--- config.mk ---
export PLATFORM = sky130hd
export DESIGN_NAME = twc_top
export DESIGN_NICKNAME = d
export VERILOG_FILES = /design/src/hw/twc_pkg.sv /design/src/hw/twc_counter.sv /design/src/hw/twc_channel.sv /design/src/hw/twc_top.sv
export SDC_FILE = /design/constraint.sdc
export NUM_CORES = 1
export LEC_CHECK = 0
export ABC_AREA = 1
export BUFFER_PORTS_ARGS = -buffer_cell sky130_fd_sc_hd__buf_2
export CAP_MARGIN = 25
export CELL_PAD_IN_SITES_DETAIL_PLACEMENT = 1
export CELL_PAD_IN_SITES_GLOBAL_PLACEMENT = 1
export CORE_ASPECT_RATIO = 0.6
export CORE_MARGIN = 4
export CORE_UTILIZATION = 41
export CTS_BUF_LIST = sky130_fd_sc_hd__clkbuf_4 sky130_fd_sc_hd__clkbuf_8 sky130_fd_sc_hd__clkbuf_16
export CTS_CLUSTER_DIAMETER = 30
export CTS_CLUSTER_SIZE = 14
export DETAILED_ROUTE_END_ITERATION = 10
export PLACE_DENSITY_LB_ADDON = 0.1
export SLEW_MARGIN = 20
export SYNTH_ARGS = -nofsm -noshare
export SYNTH_HDL_FRONTEND = slang
export SYNTH_SLANG_ARGS = --single-unit
--- constraint.sdc ---
create_clock -name mclk_in -period 4.01 [get_ports mclk_in]
set_clock_uncertainty 0.1 [all_clocks]
set_input_delay 0.802 -clock mclk_in [delete_from_list [all_inputs] [get_ports mclk_in]]
set_output_delay 0.802 -clock mclk_in [all_outputs]
set_load 0.03 [all_outputs]
--- src/hw/twc_pkg.sv ---
// package of constants and carrier types for the 8-bit waveform/compare timer
// ----------------------------------------------------------------------------
// Notes on behaviour
// clear-on-match mode 2 uses compare_value_a as top and clears count on equality.
// in clear-on-match, compare writes act at once; a low value misses until wrap.
// clear-on-match toggle action inverts output a on each match.
// clear-on-match sets overflow when the count passes from maximum to zero.
// fast pwm sets overflow each time the count reaches top.
// fast pwm top is 0xFF in mode 3, compare_value_a in mode 7.
// pwm action two is non-inverted, action three is inverted.
// fast pwm drives output on match and the opposite level at top-to-zero.
// fast pwm compare zero gives a spike; maximum gives a constant level.
// fast pwm toggle action toggles on match with buffered compare values.
// phase-correct modes 1 and 5 count up to top then down to zero.
// phase-correct count holds top for exactly one timer cycle.
// phase-correct sets overflow each time the count reaches zero.
// phase-correct non-inverted clears on up match, sets on down match.
// phase-correct compare zero holds low, maximum holds high, inverted opposite.
// phase-correct output changes at zero without a match to keep symmetry.
// both compares checked always; flag set on the following timer cycle.
// compare flag clears on interrupt service or software write of one.
// pwm modes buffer compare writes until top or bottom; others write directly. The code loads the buffer at top in both fast and phase-correct modes.
// force strobe applies the action in non-pwm modes, no flag, no clear.
// a count write blocks every compare match in the next timer cycle.
// output register survives mode changes; action changes act immediately.
// bottom is 0x00, maximum 0xFF, top is maximum or compare_value_a.
// normal mode 0 counts up, wraps, sets overflow as count becomes zero.
// action zero leaves the output register unchanged on a match.
// updates happen only on timer enable edges, software writes at once.
// ----------------------------------------------------------------------------
package twc_pkg;
  localparam int TWC_W = 8;
  localparam logic [7:0] TWC_BOTTOM = 8'h00;
  localparam logic [7:0] TWC_MAX = 8'hFF;
  localparam logic [2:0] TWC_M_NORMAL = 3'h0;
  localparam logic [2:0] TWC_M_PC_FF = 3'h1;
  localparam logic [2:0] TWC_M_CLR = 3'h2;
  localparam logic [2:0] TWC_M_FAST_FF = 3'h3;
  localparam logic [2:0] TWC_M_PC_A = 3'h5;
  localparam logic [2:0] TWC_M_FAST_A = 3'h7;
  localparam logic [1:0] TWC_ACT_NONE = 2'h0;
  localparam logic [1:0] TWC_ACT_TOGGLE = 2'h1;
  localparam logic [1:0] TWC_ACT_CLEAR = 2'h2;
  localparam logic [1:0] TWC_ACT_SET = 2'h3;
  localparam logic [7:0] TWC_RST_COUNT = 8'h00;
  localparam logic [7:0] TWC_RST_CMP = 8'h00;
  localparam logic TWC_RST_OUT = 1'b0;

  // software write port of one 8-bit value
  typedef struct packed {
    logic we;
    logic [7:0] data;
  } twc_wr_t;

  // counter events shared with the compare channels
  typedef struct packed {
    logic tick;
    logic up;
    logic at_top;
    logic at_bottom;
    logic wrap_fast;
    logic blocked;
    logic pwm;
    logic fast;
    logic phase;
  } twc_cnt_t;
endpackage

--- src/hw/twc_counter.sv ---
// up/down counter with top selection and overflow detection
`timescale 1ns/10ps
module twc_counter (
  input wire logic mclk_in,                  // system clock
  input wire logic rst_n_in,                 // sync reset, active low
  input wire logic tick_in,                  // timer clock enable
  input wire logic [2:0] mode_in,            // waveform_mode_sel
  input wire logic [7:0] top_a_in,           // live compare_value_a
  input wire twc_pkg::twc_wr_t count_wr_in,  // software count write
  output logic [7:0] count_out,              // timer_count
  output logic up_out,                       // counting direction
  output logic ovf_ev_out,                   // overflow event, one cycle
  output logic blocked_out                   // compare block after write
);
  import twc_pkg::*;

  logic [7:0] count_r, count_nxt;
  logic up_r, up_nxt;
  logic blocked_r;
  wire phase_w = (mode_in == TWC_M_PC_FF) || (mode_in == TWC_M_PC_A);
  wire use_a_w = (mode_in == TWC_M_CLR) || (mode_in == TWC_M_PC_A) || (mode_in == TWC_M_FAST_A);
  wire [7:0] top_w = use_a_w ? top_a_in : TWC_MAX;
  wire at_top_w = (count_r == top_w);
  wire clr_w = (mode_in == TWC_M_CLR);

  // next count: clear-on-match clears on top, fast wraps at top, phase reverses at ends
  always_comb begin
    count_nxt = count_r;
    up_nxt = up_r;
    if (phase_w) begin
      if (up_r && at_top_w) begin
        up_nxt = 1'b0; // top held one cycle, next step goes down
        count_nxt = count_r - 8'h01;
      end else if (!up_r && count_r == TWC_BOTTOM) begin
        up_nxt = 1'b1;
        count_nxt = count_r + 8'h01;
      end else begin
        count_nxt = up_r ? count_r + 8'h01 : count_r - 8'h01;
      end
    end else begin
      up_nxt = 1'b1;
      // a value written below the count rolls through 0xFF
      if ((clr_w || mode_in == TWC_M_FAST_FF || mode_in == TWC_M_FAST_A) && at_top_w) begin
        count_nxt = TWC_BOTTOM;
      end else begin
        count_nxt = count_r + 8'h01;
      end
    end
  end

  // overflow cause per mode, sampled on the enable edge
  wire ovf_w = phase_w ? (count_nxt == TWC_BOTTOM) && (count_r != TWC_BOTTOM)
             : (mode_in == TWC_M_FAST_FF || mode_in == TWC_M_FAST_A) ? at_top_w
             : (count_r == TWC_MAX);

  // software write overrides counting and arms the block
  always_ff @(posedge mclk_in) begin
    if (!rst_n_in) begin
      count_r <= TWC_RST_COUNT;
      up_r <= 1'b1;
      blocked_r <= 1'b0;
    end else begin
      if (count_wr_in.we) begin
        count_r <= count_wr_in.data;
        blocked_r <= 1'b1;
      end else if (tick_in) begin
        count_r <= count_nxt;
        up_r <= up_nxt;
        blocked_r <= 1'b0;
      end
    end
  end

  assign count_out = count_r;
  assign up_out = up_r;
  // left unregistered: the flag flop in the top is the only delay stage
  assign ovf_ev_out = tick_in && !count_wr_in.we && ovf_w;
  assign blocked_out = blocked_r;
endmodule

--- src/hw/twc_channel.sv ---
// one compare channel: buffer, comparator, flag event and output register
`timescale 1ns/10ps
module twc_channel (
  input wire logic mclk_in,                // system clock
  input wire logic rst_n_in,               // sync reset, active low
  input wire twc_pkg::twc_cnt_t cnt_in,    // counter events
  input wire logic [7:0] count_in,         // timer_count
  input wire logic [1:0] action_in,        // compare_output_action
  input wire twc_pkg::twc_wr_t cmp_wr_in,  // software compare write
  input wire logic force_in,               // force_compare_strobe
  output logic [7:0] cmp_out,              // active compare value
  output logic match_ev_out,               // match event on a tick edge
  output logic oc_out                      // compare output register
);
  import twc_pkg::*;

  logic [7:0] cmp_r, buf_r;
  logic oc_r, oc_nxt, up_hit_r;
  wire match_w = (count_in == cmp_r) && !cnt_in.blocked;
  wire inv_w = (action_in == TWC_ACT_SET);
  wire pwm_act_w = action_in[1];
  // an up-slope match seen since the last bottom; the constant maximum does not count
  wire up_hit_nxt = cnt_in.at_bottom ? 1'b0 : (up_hit_r || (match_w && cnt_in.up && cmp_r != TWC_MAX));

  // output next value per mode; action zero never touches it
  always_comb begin
    oc_nxt = oc_r;
    if (cnt_in.pwm) begin
      if (action_in == TWC_ACT_TOGGLE && cnt_in.fast && match_w) begin
        oc_nxt = !oc_r;
      end else if (pwm_act_w && cnt_in.fast) begin
        if (match_w && cmp_r != TWC_MAX) begin
          oc_nxt = inv_w;
        end else if (cnt_in.wrap_fast) begin
          oc_nxt = (cmp_r == TWC_MAX) ? inv_w : !inv_w;
        end
      end else if (pwm_act_w && cnt_in.phase) begin
        if (cmp_r == TWC_BOTTOM) begin
          oc_nxt = inv_w;
        end else if (cmp_r == TWC_MAX) begin
          oc_nxt = !inv_w;
        end else if (match_w) begin
          oc_nxt = cnt_in.up ? inv_w : !inv_w;
        end else if (cnt_in.at_bottom && !up_hit_r) begin
          oc_nxt = inv_w; // missed up match: take its level at zero
        end
      end
    end else if (match_w || force_in) begin
      unique case (action_in)
        TWC_ACT_TOGGLE: oc_nxt = !oc_r;
        TWC_ACT_CLEAR: oc_nxt = 1'b0;
        TWC_ACT_SET: oc_nxt = 1'b1;
        TWC_ACT_NONE: oc_nxt = oc_r;
      endcase
    end
  end

  // buffer load at top (fast and phase); direct otherwise
  wire load_w = cnt_in.tick && ((cnt_in.fast && cnt_in.at_top) || (cnt_in.phase && cnt_in.at_top));
  wire direct_w = cmp_wr_in.we && !cnt_in.pwm;

  always_ff @(posedge mclk_in) begin
    if (!rst_n_in) begin
      cmp_r <= TWC_RST_CMP;
      buf_r <= TWC_RST_CMP;
      oc_r <= TWC_RST_OUT;
      up_hit_r <= 1'b0;
    end else begin
      if (cmp_wr_in.we) begin
        buf_r <= cmp_wr_in.data;
      end
      if (direct_w) begin
        cmp_r <= cmp_wr_in.data;
      end else if (load_w) begin
        cmp_r <= buf_r;
      end
      if (cnt_in.tick) begin
        up_hit_r <= up_hit_nxt;
      end
      if (cnt_in.tick || (force_in && !cnt_in.pwm)) begin
        oc_r <= (force_in && !cnt_in.tick) ? (action_in == TWC_ACT_TOGGLE ? !oc_r
                : action_in == TWC_ACT_CLEAR ? 1'b0 : action_in == TWC_ACT_SET ? 1'b1 : oc_r)
                : oc_nxt; // force acts on the write cycle, no flag
      end
    end
  end

  assign cmp_out = cmp_r;
  // unregistered so the flag rises right after the matching tick edge
  assign match_ev_out = cnt_in.tick && match_w;
  assign oc_out = oc_r;
endmodule

--- src/hw/twc_top.sv ---
// 8-bit timer waveform generation and output compare top level
`timescale 1ns/10ps
module twc_top (
  input wire logic mclk_in,                  // 200 MHz system clock
  input wire logic rst_n_in,                 // sync reset, active low
  input wire logic tick_in,                  // prescaled timer enable pulse
  input wire logic [2:0] mode_in,            // waveform_mode_sel
  input wire logic [1:0] action_a_in,        // compare_output_action a
  input wire logic [1:0] action_b_in,        // compare_output_action b
  input wire twc_pkg::twc_wr_t count_wr_in,  // timer_count write
  input wire twc_pkg::twc_wr_t cmp_a_wr_in,  // compare_value_a write
  input wire twc_pkg::twc_wr_t cmp_b_wr_in,  // compare_value_b write
  input wire logic force_a_in,               // force_compare_strobe a
  input wire logic force_b_in,               // force_compare_strobe b
  input wire logic [2:0] flag_clr_in,        // write-one clear {ovf,b,a}
  input wire logic [2:0] svc_ack_in,         // interrupt serviced {ovf,b,a}
  output logic [7:0] count_out,              // timer_count
  output logic [7:0] cmp_a_out,              // active compare_value_a
  output logic [7:0] cmp_b_out,              // active compare_value_b
  output logic compare_flag_a_out,           // compare_flag_a
  output logic compare_flag_b_out,           // compare_flag_b
  output logic overflow_flag_out,            // overflow_flag
  output logic compare_output_a_out,         // compare_output_a
  output logic compare_output_b_out          // compare_output_b
);
  import twc_pkg::*;

  // ------------------------------------------------------------------
  // counter
  // ------------------------------------------------------------------
  logic [7:0] count_w, cmp_a_w, cmp_b_w;
  logic up_w, ovf_ev_w, blocked_w, mat_a_w, mat_b_w, oc_a_w, oc_b_w;
  twc_cnt_t cnt_w;

  twc_counter u_cnt (
    .mclk_in(mclk_in),
    .rst_n_in(rst_n_in),
    .tick_in(tick_in),
    .mode_in(mode_in),
    .top_a_in(cmp_a_w),
    .count_wr_in(count_wr_in),
    .count_out(count_w),
    .up_out(up_w),
    .ovf_ev_out(ovf_ev_w),
    .blocked_out(blocked_w)
  );

  // shared decode of counter state for both channels
  wire fast_w = (mode_in == TWC_M_FAST_FF) || (mode_in == TWC_M_FAST_A);
  wire phase_w = (mode_in == TWC_M_PC_FF) || (mode_in == TWC_M_PC_A);
  wire [7:0] top_w = (mode_in == TWC_M_FAST_A || mode_in == TWC_M_PC_A) ? cmp_a_w : TWC_MAX;
  assign cnt_w.tick = tick_in && !count_wr_in.we;
  assign cnt_w.up = up_w;
  assign cnt_w.at_top = (count_w == top_w);
  assign cnt_w.at_bottom = (count_w == TWC_BOTTOM) && !up_w;
  assign cnt_w.wrap_fast = fast_w && (count_w == top_w);
  assign cnt_w.blocked = blocked_w;
  assign cnt_w.pwm = fast_w || phase_w;
  assign cnt_w.fast = fast_w;
  assign cnt_w.phase = phase_w;

  // ------------------------------------------------------------------
  // compare channels
  // ------------------------------------------------------------------
  twc_channel u_ch_a (
    .mclk_in(mclk_in),
    .rst_n_in(rst_n_in),
    .cnt_in(cnt_w),
    .count_in(count_w),
    .action_in(action_a_in),
    .cmp_wr_in(cmp_a_wr_in),
    .force_in(force_a_in),
    .cmp_out(cmp_a_w),
    .match_ev_out(mat_a_w),
    .oc_out(oc_a_w)
  );

  twc_channel u_ch_b (
    .mclk_in(mclk_in),
    .rst_n_in(rst_n_in),
    .cnt_in(cnt_w),
    .count_in(count_w),
    .action_in(action_b_in),
    .cmp_wr_in(cmp_b_wr_in),
    .force_in(force_b_in),
    .cmp_out(cmp_b_w),
    .match_ev_out(mat_b_w),
    .oc_out(oc_b_w)
  );

  // ------------------------------------------------------------------
  // sticky flags: a set in the clearing cycle wins
  // ------------------------------------------------------------------
  logic [2:0] flags_r;
  wire [2:0] set_w = {ovf_ev_w, mat_b_w, mat_a_w};
  wire [2:0] flags_nxt = set_w | (flags_r & ~(flag_clr_in | svc_ack_in));

  always_ff @(posedge mclk_in) begin
    if (!rst_n_in) begin
      flags_r <= 3'h0;
    end else begin
      flags_r <= flags_nxt;
    end
  end

  assign count_out = count_w;
  assign cmp_a_out = cmp_a_w;
  assign cmp_b_out = cmp_b_w;
  assign compare_flag_a_out = flags_r[0];
  assign compare_flag_b_out = flags_r[1];
  assign overflow_flag_out = flags_r[2];
  assign compare_output_a_out = oc_a_w;
  assign compare_output_b_out = oc_b_w;
endmodule

# Word level (Yosys, flattened, before mapping)
# Index checks and enable logic that the tools add are counted.
[word_totals]
reg_bits = 49
in_bits = 45
word_cells = 184
[op_classes]
n_addsub = 2
n_eq_ne = 31
muxes = 58
n_bitwise = 5
reduce_logical = 76
[ops]
columns = ["operator", "n"]
rows = [
  ["8-bit two-way mux", 13],
  ["1-bit two-way mux", 43],
  ["1-bit logical AND", 35],
  ["8-bit equality test", 4],
  ["8-bit logical NOT", 4],
  ["8-bit inequality test, second input constant", 4],
  ["8-bit equality test, second input constant", 3],
  ["1-bit logical OR", 15],
  ["7-bit AND reduction", 2],
  ["6-bit inequality test, second input constant", 2],
  ["1-bit logical NOT", 11],
  ["5-bit inequality test, second input constant", 2],
  ["3-bit by 1-bit inequality test with 1-bit output, second input constant", 3],
  ["8-bit by 1-bit adder with 8-bit output, second input constant", 1],
  ["2-bit equality test, second input constant", 4],
  ["4-bit by 2-bit inequality test with 1-bit output, second input constant", 2],
  ["8-bit nonzero test", 1],
  ["8-bit by 1-bit subtractor with 8-bit output, second input constant", 1],
  ["3-bit by 2-bit equality test with 1-bit output, second input constant", 2],
  ["3-bit equality test, second input constant", 2],
  ["3-bit bitwise OR", 2],
  ["1-bit one-hot mux with 3 select lines", 2],
  ["2-bit nonzero test", 3],
  ["3-bit nonzero test", 2],
  ["7 further kinds", 9],
]

# Longest topological paths before layout
# Gate-level depths: netlist of the first run.
[logic_depth]
depth_word = 13
ltp_mapped = 20
mapped_depth_nobuf = 19

# Modules after synthesis
# From an unflattened synthesis of the first run, not the netlist that was laid out.
[hier_totals]
hier_cells = 696
area_unflattened_um2 = 4028.9
[by_module_without_submodules]
columns = ["mod", "instances", "cells_per_inst", "area_each_um2"]
rows = [
  ["twc_channel", 2, 200, 1182.4],
  ["twc_counter", 1, 219, 1261.2],
  ["twc_top", 1, 77, 402.9],
]

# Worst setup path after synthesis of the first run
# Ideal clock, no wire load.
[synth_path]
path_kind = "input-to-reg"
from = "in mode_in[0]"
to = "reg flags_r[2]"
arrival_time_ps = 2208
required_ps = 3843
path_slack_ps = 1635
cell_stages = 19
n_path_buf = 2
cell_sequence = "buf_6 > inv_2 > nand2_1 > nand2_1 > nand2_1 > o21ai_1 > inv_1 > nor2_4 > nand3_2 > buf_6 > nand2_2 > nand2_2 > nand2_1 > nand2_1 > nor2_1 > nand2_1 > nand2_1 > nand2_1 > a21oi_2"
[synth_via]
elab_chain_len = 13
word_cells_on_any_way = 24
cone_classes = "6 x eq/ne; 6 x mux; 1 x bitwise; 11 x reduce/logical"
[synth_lines]
columns = ["item", "line", "text"]
rows = [
  ["from (decl)", "twc_top.sv:7", "input wire logic [2:0] mode_in,"],
  ["3-bit by 2-bit equality test with 1-bit output / 3-bit equality test (equally long branches)", "twc_counter.sv:21, twc_counter.sv:24, twc_counter.sv:20", ""],
  ["1-bit logical OR (2 in series)", "twc_counter.sv:21", "wire use_a_w = (mode_in == TWC_M_CLR) || (mode_in == TWC_M_PC_A) || (mode_in == TWC_M_FAST_A);"],
  ["8-bit two-way mux", "twc_counter.sv:22", "wire [7:0] top_w = use_a_w ? top_a_in : TWC_MAX;"],
  ["8-bit equality test", "twc_counter.sv:23", "wire at_top_w = (count_r == top_w);"],
  ["1-bit logical AND (on tied branches)", "twc_counter.sv:43, twc_counter.sv:31", ""],
  ["8-bit two-way mux (on tied branches)", "twc_counter.sv:43, twc_counter.sv:31", ""],
  ["8-bit two-way mux", "twc_counter.sv:30", "if (phase_w) begin"],
  ["8-bit logical NOT", "twc_counter.sv:52", "wire ovf_w = phase_w ? (count_nxt == TWC_BOTTOM) && (count_r != TWC_BOTTOM)"],
  ["1-bit logical AND", "twc_counter.sv:52", ""],
  ["1-bit two-way mux (*)", "twc_counter.sv:52", ""],
  ["1-bit logical AND (*)", "twc_counter.sv:77", "assign ovf_ev_out = tick_in && !count_wr_in.we && ovf_w;"],
  ["3-bit bitwise OR (*)", "twc_top.sv:96", "wire [2:0] flags_nxt = set_w | (flags_r & ~(flag_clr_in | svc_ack_in));"],
  ["to (signal assigned)", "twc_top.sv:102", "flags_r <= flags_nxt;"],
  ["to (decl)", "twc_top.sv:94", "logic [2:0] flags_r;"],
]
# Mark *: on every way between the ends. The rest lies on a longest branch, timed or not.
# A chain may end at the register's enable or synchronous reset.

# Final worst setup path of the first run
[layout_path]
from = "in count_wr_in[8] in the netlist's numbering"
to = "reg u_ch_a.oc_r, in the netlist u_ch_a.oc_out"
[layout_via]
elab_chain_len = 6
word_cells_on_any_way = 13
cone_classes = "5 x eq/ne; 1 x mux; 7 x reduce/logical"
[layout_lines]
columns = ["item", "line", "text"]
rows = [
  ["from (decl)", "twc_top.sv:10", "input wire twc_pkg::twc_wr_t count_wr_in,"],
  ["1-bit logical NOT (*)", "twc_top.sv:52", "assign cnt_w.tick = tick_in && !count_wr_in.we;"],
  ["1-bit logical AND (*)", "twc_top.sv:52", ""],
  ["1-bit logical NOT", "twc_channel.sv:81", "oc_r <= (force_in && !cnt_in.tick) ? (action_in == TWC_ACT_TOGGLE ? !oc_r"],
  ["1-bit logical AND", "twc_channel.sv:81", ""],
  ["8-bit inequality test (no line), or another cell as far along", "-", ""],
  ["7-bit AND reduction (no line)", "-", ""],
  ["to (signal assigned)", "twc_channel.sv:81", ""],
  ["to (decl)", "twc_channel.sv:18", "logic oc_r, oc_nxt, up_hit_r;"],
]
# Marks and branches as above.

==> flow_summary.ini, run 1 <==
[worst_hold_path]
hold_path.class = flop to flop
min_path_cells = 2
min-delay-start = flags_r[0]
hold_end = flags_r[0]

[synth]
syn_nets = 603
ys_types = 42
ys.flop_type = dfxtp_1
yosysWarnings = 0
synth-edff-count = 0
synth-seq-area-share_pct = 28.3
async_flop_share_pct = 0
synth_area_per_cell_sq_um = 6.24
synth_area_leaders = dfxtp_1 28%, nand2_1 14%, nor2_1 7.0%, inv_1 6.6%, nand3_1 6.4%
yosysTopAreaCell = dfxtp_1
synth_seq_cells = 49
synth_area_sq_um = 3460
yosysTopAreaCellShare_pct = 28.3
synthCells = 555

[drt]
drtIter0Drc = 269
ant_nets = 0
vias_per_cell = 5.55
wl_per_cell_um = 17.3
vias = 4032
first_pass_iters = 4
drc_errors = 0
routed_wl_um = 12600

[global_route]
grt_first_pass_wirelength_um = 21000
grt_overflow = 0
grt_max_degree = 35
grt_use_total_pct = 25.9
antenna_found_initial = 0
first_global_vias = 4115

[critical_path]
cpMostUsedCell = nand2_1
cp-end-kind = flop
cp_data_arrival_time_ns = 2.97
reg2reg_from = u_cnt.count_out[7]
rrSetupSlack_ns = 1.43
critPathKind = input pin to flop
critPathTopFamily = simple AND/OR/NAND/NOR gates
critPathLaunchType = input pin
r2r-end = u_ch_a.cmp_out[7]
r2r_cells = 12
crit_chain = buf_2, inv_1, nand2_1, clkinv_1, nor2_1, inv_1, o21ai_0, a31o_2, nand4_1, nand2_1, nand2_1, a21oi_1
max_stage_delay_ns = 0.40
cp.buffers_inverters = 4
crit_fanout = 13
crit_required_ns = 4.14
crit_path_top_delay_cell = clkinv_1

[finish]
final_cells = 727
syn_to_final_growth_pct = 16.3
multi_input_area_sq_um = 2110
fill_cells = 1131
final_util_pct = 50.1
final_cell_mix = 129 x nand2_1, 73 x buf_2, 65 x nor2_1, 61 x inv_1, 49 x dfxtp_1
n_antenna_cell = 0
layout-drive-gt1-share_pct = 18.3
final_common_cell = nand2_1
regArea_sq_um = 981
fin_area_sq_um = 4030
fin_nets = 666

[placed_design]
dp_hpwl_um = 9890
dp.cells = 719
portBuffers = 73
place_congestion = 0.989
placed_area_sq_um = 3880

[floorplan]
die_w_um = 127
fp.dieH_um = 79.2
fp.coreArea_sq_um = 8040
rows = 25
die-area_sq_um = 10000
io_pins = 74
start_util_pct = 43.1

[sta]
setup_viol = 0
min_period_over_period_pct = 71.0
grt_setup_unrepaired = no
final_max_slew_viol_count = 0
finalCriticalPeriod_ns = 2.85
tightest_slew_ns = 0.616
holdWs_ns = 0.374
fmax_mhz = 351
fin_tns_setup_ns = 0
finalHoldViolations = 0
slew_headroom_pct = 58.6

[clock_network]
cts_made_buffers = 5
cts_root_buf = clkbuf_16
insertion_delay_ns = 0.30
tritoncts = built
post_cts_resize_count = 0
ctsHoldBuffers = 0
htreeDepth = 2
post_cts_buffers = 0
cts_buffer_depth = 2
path_clk_slew_ns = 0.07
numClockSinks = 49

[status]
status = finished, final reports clean

[power_and_ir_drop]
sw_frac_of_total_pct = 36.8
clock_power_share_pct = 32.3
p_int_uw = 883
p_sw_uw = 514
ir_worst_vdd_v = 0.000163
leakage_uw = 0.00190
power_frac_seq_pct = 40.2
power_density_nw_per_um2 = 347
combPwrFrac_pct = 27.6

[flow_run]
drv_cap = 0
-- sequential cells by signal, indices dropped and copies added (netlist names), 3 cells and up --
| register | cells |
|---|---|
| u_ch_a.cmp_out | 8 |
| u_ch_b.cmp_out | 8 |
| u_ch_a.buf_r | 8 |
| u_ch_b.buf_r | 8 |
| flags_r | 3 |
| u_cnt.count_out | 8 |
-- cell type report --
type,instances,share of cell area [%]
Clock inverter,2,0.373
Sequential cell,49,24.4
Inverter,69,6.43
Clock buffer,6,3.29
Multi-Input combinational cell,417,52.5
Tap cell,108,3.36
Timing Repair Buffer,76,9.64
-- routing by layer --
layer | share of wire, % | global-route usage, % | vias to the layer above
met1 | 50 | 36.6 | 1922
met4 | 1.6 | 6.96 | 0
met3 | 6.3 | 4.84 | 19
met5 | 0 | 0 | -
met2 | 42 | 40.2 | 117
li1 | - | - | 1974
-- cell usage after synthesis (3+ instances only) --
cell / count
nor4_1: 4
a31oi_1: 15
nand2_1: 129
nand3_1: 44
a211oi_1: 11
o22ai_1: 3
buf_6: 3
xnor2_1: 3
xor2_1: 11
clkbuf_1: 11
nor3_1: 7
a21oi_1: 25
o21ai_1: 3
o21ai_0: 42
nand2_2: 7
nand3_2: 3
inv_1: 61
nor2_1: 65
ha_1: 3
nand4_1: 13
inv_2: 6
o211ai_1: 3
buf_2: 5
dfxtp_1: 49
a22oi_1: 4
nor2_2: 3
-- cell families after synthesis --
group | after synthesis | share of synthesized area (%)
AND/OR/NAND/NOR | 286 | 37.2
AO/OA/AOI/OAI | 114 | 19.3
buffers and inverters | 89 | 10.6
flip-flops | 49 | 28.3
XOR/XNOR | 14 | 3.54
adder cells (fa/ha/maj) | 3 | 1.08
-- power by group through the flow --
stage | clock network (uW) | registers, uW | logic, uW
floorplan | 0 | 591 | 234
CTS | 459 | 560 | 381
finish | 451 | 561 | 385
global route | 480 | 566 | 431
detailed placement | 0 | 571 | 379
global placement | 0 | 569 | 366
-- worst reg2reg max path, cell delays in order (launching register included) --
cell      delay, ns
dfxtp_1        0.58
inv_2          0.15
nand2_1        0.09
nand2_1        0.06
nor2_2         0.18
nand3_1        0.11
a21o_1         0.17
nor2_1         0.14
nand2_1        0.13
nand2_1        0.21
inv_2          0.14
a211oi_1       0.31
a211oi_1       0.08
-- metrics by stage --
step	power [uW]	setup slack (ns)
after detailed placement	950	0.881
after CTS	1400	1.21
final	1400	1.16
after global placement	935	1.12
after floorplan	825	1.63
after global routing	1480	0.886
-- worst max-delay path by stage --
stage / from / endpoint / slack, ns / cells past startpoint
final: count_wr_in[8] / u_ch_a.oc_out / 1.16 / 12
after global routing: count_wr_in[8] / u_ch_a.oc_out / 0.89 / 12
after CTS: count_wr_in[8] / u_ch_a.oc_out / 1.21 / 12
after detailed placement: count_wr_in[8] / u_ch_a.oc_out / 0.88 / 12
after global placement: count_wr_in[8] / u_ch_a.oc_out / 1.12 / 12
after floorplan: mode_in[0] / flags_r[2] / 1.63 / 19
No activity file was read; power rests on OpenSTA's default activity.
==> run 2: changes to the inputs <==
--- a/config.mk
+++ b/config.mk
@@ -5,14 +5,14 @@
 export SDC_FILE = /design/constraint.sdc
 export NUM_CORES = 1
 export LEC_CHECK = 0
-export ABC_AREA = 1
+export ABC_AREA = 0
 export BUFFER_PORTS_ARGS = -buffer_cell sky130_fd_sc_hd__buf_2
 export CAP_MARGIN = 25
 export CELL_PAD_IN_SITES_DETAIL_PLACEMENT = 1
 export CELL_PAD_IN_SITES_GLOBAL_PLACEMENT = 1
 export CORE_ASPECT_RATIO = 0.6
 export CORE_MARGIN = 4
-export CORE_UTILIZATION = 41
+export CORE_UTILIZATION = 37
 export CTS_BUF_LIST = sky130_fd_sc_hd__clkbuf_4 sky130_fd_sc_hd__clkbuf_8 sky130_fd_sc_hd__clkbuf_16
 export CTS_CLUSTER_DIAMETER = 30
 export CTS_CLUSTER_SIZE = 14
==> constraint.sdc (replaced) <==
create_clock -name mclk_in -period 2.4 [get_ports mclk_in]
set_clock_uncertainty 0.1 [all_clocks]
set_input_delay 0.48 -clock mclk_in [delete_from_list [all_inputs] [get_ports mclk_in]]
set_output_delay 0.48 -clock mclk_in [all_outputs]
set_load 0.03 [all_outputs]
==> run 2 against run 1 <==
  * The flow now finishes with violations (setup timing)
  * Final cell count fell by 1.9%
  * Flip-flop and latch count unchanged
  * Combinational power increased by 120%
  * Utilization grew 5.5 points
  * Critical path depth is 3 lower
  * Clock power rose by 91%
  * Largest cell class unchanged
  * Largest power group unchanged
==> flow_summary.ini, run 2 <==
[clock_network]
path_clk_slew_ns = 0.08
cts_buffer_depth = 2
tritoncts = built
insertion_delay_ns = 0.30
htreeDepth = 2
cts_made_buffers = 5
ctsHoldBuffers = 0
numClockSinks = 49
cts_root_buf = clkbuf_16

[power_and_ir_drop]
clock_power_share_pct = 32.6
power_density_nw_per_um2 = 516
power_frac_seq_pct = 34.9
p_int_uw = 1740
p_sw_uw = 906
sw_frac_of_total_pct = 34.2
ir_worst_vdd_v = 0.000292
combPwrFrac_pct = 32.5
finalPower_uw = 2640
leakage_uw = 0.00236

[critical_path]
crit_chain = nor2b_4, a2111oi_4, buf_4, o2111ai_4, o31a_4, o21ai_2, a21oi_1, or3_4, o31ai_2
critPathKind = flop to flop
max_stage_delay_ns = 0.44
cp_data_arrival_time_ns = 2.70
setup.worst_path.start = u_ch_a.cmp_out[4]
reg2reg_from = u_ch_a.cmp_out[4]
crit_required_ns = 2.52
cp.buffers_inverters = 1
cp-endpoint = flags_r[2]
crit_path_top_delay_cell = o31a_4
r2r_cells = 9
r2r-end = flags_r[2]
crit_fanout = 5
critPathLaunchType = flop
rrSetupSlack_ns = -0.18
crit_cells = 9
critPathTopFamily = compound AO/OA/AOI/OAI gates
cp-end-kind = flop

[status]
status = finished, violations left
violations = setup timing

[drt]
ant_nets = 0
vias_per_cell = 5.77
routed_wl_um = 14800
vias = 4112
drtIter0Drc = 358
drc_errors = 0
first_pass_iters = 5
wl_per_cell_um = 20.8

[floorplan]
io_pins = 74
fp.dieH_um = 83.5
die-area_sq_um = 11200
start_util_pct = 38.1
rows = 27
fp.coreArea_sq_um = 9220
die_w_um = 134

[synth]
yosysWarnings = 0
syn_nets = 482
synth_seq_cells = 49
synth-edff-count = 0
ys.flop_type = dfxtp_1
synth_area_sq_um = 3520
async_flop_share_pct = 0
synth_commonest_cells = 49 x dfxtp_1, 37 x nand2_1, 36 x mux2i_1
yosysTopAreaCell = dfxtp_1
synth-seq-area-share_pct = 27.9
ys_types = 70
synthCells = 434
synth_area_per_cell_sq_um = 8.10
yosysTopAreaCellShare_pct = 27.9
synth_area_leaders = dfxtp_1 28%, mux2i_1 10%, o211a_1 4.8%, nor2b_1 4.3%, a21oi_1 4.1%
yosysMostFrequentCell = dfxtp_1

[finish]
fill_cells = 1135
final_cells = 713
layout-drive-gt1-share_pct = 40.7
multi_input_area_sq_um = 2580
syn_to_final_growth_pct = 45.6
final_cell_mix = 93 x buf_4, 73 x buf_2, 40 x dfxtp_1, 36 x nand2_1, 34 x mux2i_1
n_antenna_cell = 0
regArea_sq_um = 1000
fin_nets = 630
final_common_cell = buf_4

[sta]
min_period_over_period_pct = 108
slew_headroom_pct = 58.6
tightest_slew_ns = 0.621
setup_viol = 11
finalCriticalPeriod_ns = 2.58
finalHoldViolations = 0
fmax_mhz = 388
grt_setup_unrepaired = yes
final_max_slew_viol_count = 0
finalWorstSetupSlack_ns = -0.180

[global_route]
first_global_vias = 4133
antenna_found_initial = 0
grt_use_total_pct = 25.6
grt_overflow = 0
grt_max_degree = 20
grt_first_pass_wirelength_um = 22900

[placed_design]
dp.cells = 691
portBuffers = 73
place_congestion = 0.952
dp_hpwl_um = 10800

[flow_run]
drv_cap = 0

[worst_hold_path]
hold_path.class = input pin to flop
==> run 2: changes by cell type after synthesis, moves of 22 or more <==
cell,change
nor2b_1,+24
inv_1,-49
nand3_1,-31
nand2_1,-92
o21ai_0,-22
nor2_1,-38
mux2i_1,+36
==> run 2: cell families after synthesis <==
logic type	synth area share, %
compound gates	26.5
simple gates	26.1
mux	10.6
fa+ha+maj	1.07
buf+inv	5.12
flops	27.9
xor+xnor	2.74
==> run 2: how the worst min path moves through the flow <==
stage / start / cells past startpoint / end
after floorplan: u_ch_a.up_hit_r / 2 / u_ch_a.up_hit_r
after global placement: u_ch_a.up_hit_r / 2 / u_ch_a.up_hit_r
after detailed placement: u_ch_a.up_hit_r / 2 / u_ch_a.up_hit_r
after CTS: count_wr_in[0] / 2 / u_cnt.count_out[0]
after global routing: count_wr_in[0] / 2 / u_cnt.count_out[0]
final: count_wr_in[0] / 2 / u_cnt.count_out[0]
==> run 2: metrics by stage <==
stage               area (sq um)  utilization [%]  hold WS [ns]  setup WS, ns  TNS (ns)
floorplan                   3570                -         0.350        -0.160     -1.19
global placement            4610             50.0         0.361        -0.300     -1.88
detailed placement          4610             50.0         0.379        -0.385     -3.32
CTS                         4930             53.5         0.298       -0.0832    -0.526
global route                5120             55.5         0.314        -0.285     -3.49
finish                      5120             55.5         0.298        -0.180    -0.763
==> run 2: cell type report <==
cell class | count | area share (%)
Timing Repair Buffer | 171 | 22.6
Clock buffer | 5 | 2.44
Sequential cell | 49 | 19.6
Clock inverter | 3 | 0.855
Inverter | 13 | 0.953
Multi-Input combinational cell | 342 | 50.3
Tap cell | 130 | 3.18
==> run 2: power by group through the flow <==
stage	Combinational, uW	Clock, uW	Sequential [uW]
2_1_floorplan	362	0	986
3_3_place_gp	737	0	935
3_5_place_dp	764	0	937
4_1_cts	801	865	920
5_1_grt	921	901	928
6_report	860	862	922
==> run 2: layer usage <==
metal	up-vias	wire length, um	GRT usage, %
li1	1901	-	-
met1	2049	7270	37.5
met2	147	6590	39.3
met3	15	841	4.94
met4	0	104	4.30
met5	-	0	0
==> run 2: timing repair <==
| item | in CTS | in global routing |
|---|---|---|
| gates cloned | 1 | 0 |
| gates resized for setup | 24 | 31 |
| setup buffers | 3 | 11 |
| setup endpoints to repair | 26 | 27 |
| pin swaps | 12 | 23 |
==> run 3: changes to the inputs <==
--- a/config.mk
+++ b/config.mk
@@ -14,7 +14,6 @@
 export CORE_MARGIN = 4
 export CORE_UTILIZATION = 37
 export CTS_BUF_LIST = sky130_fd_sc_hd__clkbuf_4 sky130_fd_sc_hd__clkbuf_8 sky130_fd_sc_hd__clkbuf_16
-export CTS_CLUSTER_DIAMETER = 30
 export CTS_CLUSTER_SIZE = 14
 export DETAILED_ROUTE_END_ITERATION = 10
 export PLACE_DENSITY_LB_ADDON = 0.1
==> constraint.sdc (replaced) <==
create_clock -name mclk_in -period 2.4 [get_ports mclk_in]
set_clock_uncertainty 0.1 [all_clocks]
set_input_delay 0.12 -clock mclk_in [delete_from_list [all_inputs] [get_ports mclk_in]]
set_output_delay 0.12 -clock mclk_in [all_outputs]
set_load 0.03 [all_outputs]
==> run 3 against run 2 <==
  * The run still ends with setup timing left
  * Sequential power hardly changed
  * Combinational power is 0.6% higher
  * Flip-flop and latch count is the same
  * Total power down 3.0%
  * Critical path depth up 1
  * Register-to-register slack better by 0.08 ns
  * Wire length grew 1.5%
  * Final cell count up 0.84%
  * Critical endpoint unchanged
==> flow_summary.ini, run 3 (synthesis results as in run 2) <==
[finish]
final_common_cell = buf_4
fill_cells = 1131
n_antenna_cell = 0
syn_to_final_growth_pct = 47.9
final_util_pct = 56.4
layout-drive-gt1-share_pct = 39.6
fin_nets = 636
final_cell_mix = 83 x buf_4, 73 x buf_2, 38 x dfxtp_1, 36 x nand2_1, 34 x mux2i_1

[sta]
finalCriticalPeriod_ns = 2.50
slew_headroom_pct = 58.2
fmax_mhz = 399
setup_viol = 9
finalWorstSetupSlack_ns = -0.105
final_max_slew_viol_count = 0
tightest_slew_ns = 0.627
min_period_over_period_pct = 104
grt_setup_unrepaired = yes
finalHoldViolations = 0

[clock_network]
tritoncts = built
htreeDepth = 2
cts_root_buf = clkbuf_16
numClockSinks = 49
insertion_delay_ns = 0.30
path_clk_slew_ns = 0.08
cts_made_buffers = 5
cts_buffer_depth = 2

[critical_path]
setup.worst_path.start = u_cnt.count_out[0]
crit_fanout = 4
rrSetupSlack_ns = -0.10
r2r_cells = 10
r2r-end = flags_r[2]
critPathLaunchType = flop
critPathKind = flop to flop
cp_data_arrival_time_ns = 2.63
reg2reg_from = u_cnt.count_out[0]
cp-end-kind = flop
crit_required_ns = 2.52

[global_route]
grt_max_degree = 34
grt_first_pass_wirelength_um = 23300
grt_overflow = 0
grt_use_total_pct = 26.1
first_global_vias = 4246
antenna_found_initial = 0

[worst_hold_path]
hold_path.class = input pin to flop
hold_end = u_ch_b.cmp_out[5]
min-delay-start = cmp_b_wr_in[5]
min_path_cells = 2

[drt]
ant_nets = 0
drtIter0Drc = 353
drc_errors = 0
routed_wl_um = 15000
wl_per_cell_um = 20.9
vias = 4143
first_pass_iters = 5
vias_per_cell = 5.76

[status]
status = finished, violations left
violations = setup timing

[floorplan]
fp.coreArea_sq_um = 9220
die-area_sq_um = 11200
rows = 27
die_w_um = 134
fp.dieH_um = 83.5
start_util_pct = 38.1
io_pins = 74

[placed_design]
place_congestion = 0.873
dp_slack_ns = -0.245
portBuffers = 73
dp_hpwl_um = 10900

[power_and_ir_drop]
finalPower_uw = 2570
power_density_nw_per_um2 = 493
leakage_uw = 0.00237
ir_worst_vdd_v = 0.000320

[flow_run]
drv_cap = 0
run 3: changes by cell type in the layout (fill, tap and decap cells not counted), moves of 2 or more:
cell	change
buf_4	-10
dfxtp_2	+3
nand3_2	+2
nand3_1	-2
clkinv_4	+2
buf_12	+2
dfxtp_1	-2
a21oi_1	-3
dlygate4sd3_1	+14
a21oi_2	+3
run 3: area by class of cell:
type	count	area [sq um]	area share, %
Multi-Input combinational cell	342	2580	49.7
Clock buffer	5	125	2.41
Clock inverter	3	33.8	0.649
Tap cell	130	163	3.13
Timing Repair Buffer	177	1240	23.9
Sequential cell	49	1000	19.3
Inverter	13	48.8	0.938
run 3: layer usage:
layer	routed length, um	share of wire (%)	track usage, %
met1	7430	49	38.9
met5	0	0	0
met2	6620	44	39.9
met3	798	5.3	3.98
met4	180	1.2	4.67
run 3: worst max path at each step:
stage                    endpoint  slack [ns]  depth (start not counted)
6_report               flags_r[2]       -0.10                         10
5_1_grt        u_cnt.count_out[1]       -0.23                          8
4_1_cts        u_cnt.count_out[1]       -0.04                          8
3_5_place_dp        u_ch_b.oc_out       -0.24                         10
3_3_place_gp           flags_r[2]       -0.08                          9
2_1_floorplan          flags_r[2]       -0.08                          9
run 3: repair_timing:
action                                  4_1_cts  5_1_grt
hold buffers                                 14        0
endpoints found under the setup margin       25       27
endpoints found under the hold margin        14        0
pin swaps                                    14        8
gates resized for setup                      32       20
buffers inserted                             13        2
run 3: power breakdown:
part	switching (uW)	internal [uW]
clock network	376	401
registers	61.0	863
logic	478	387
run 3: metrics by stage:
stage	std cells	cell area (sq um)	hold slack (ns)	TNS, ns
2_1_floorplan	434	3580	0.158	-0.350
3_3_place_gp	682	4570	0.247	-0.178
3_5_place_dp	682	4570	0.252	-0.921
4_1_cts	717	5100	0.0124	-0.152
5_1_grt	719	5200	0.0235	-2.52
6_report	719	5200	0.0207	-0.385
run 3: worst max-delay path: stages (launching register included):
cell and delay, ns:
dfxtp_4 0.42, buf_4 0.13, buf_4 0.10, ha_1 0.23, nand3_1 0.17, nor2_1 0.21
xnor2_1 0.22, o21ai_0 0.16, or2_2 0.31, a21o_1 0.17, o31ai_2 0.19
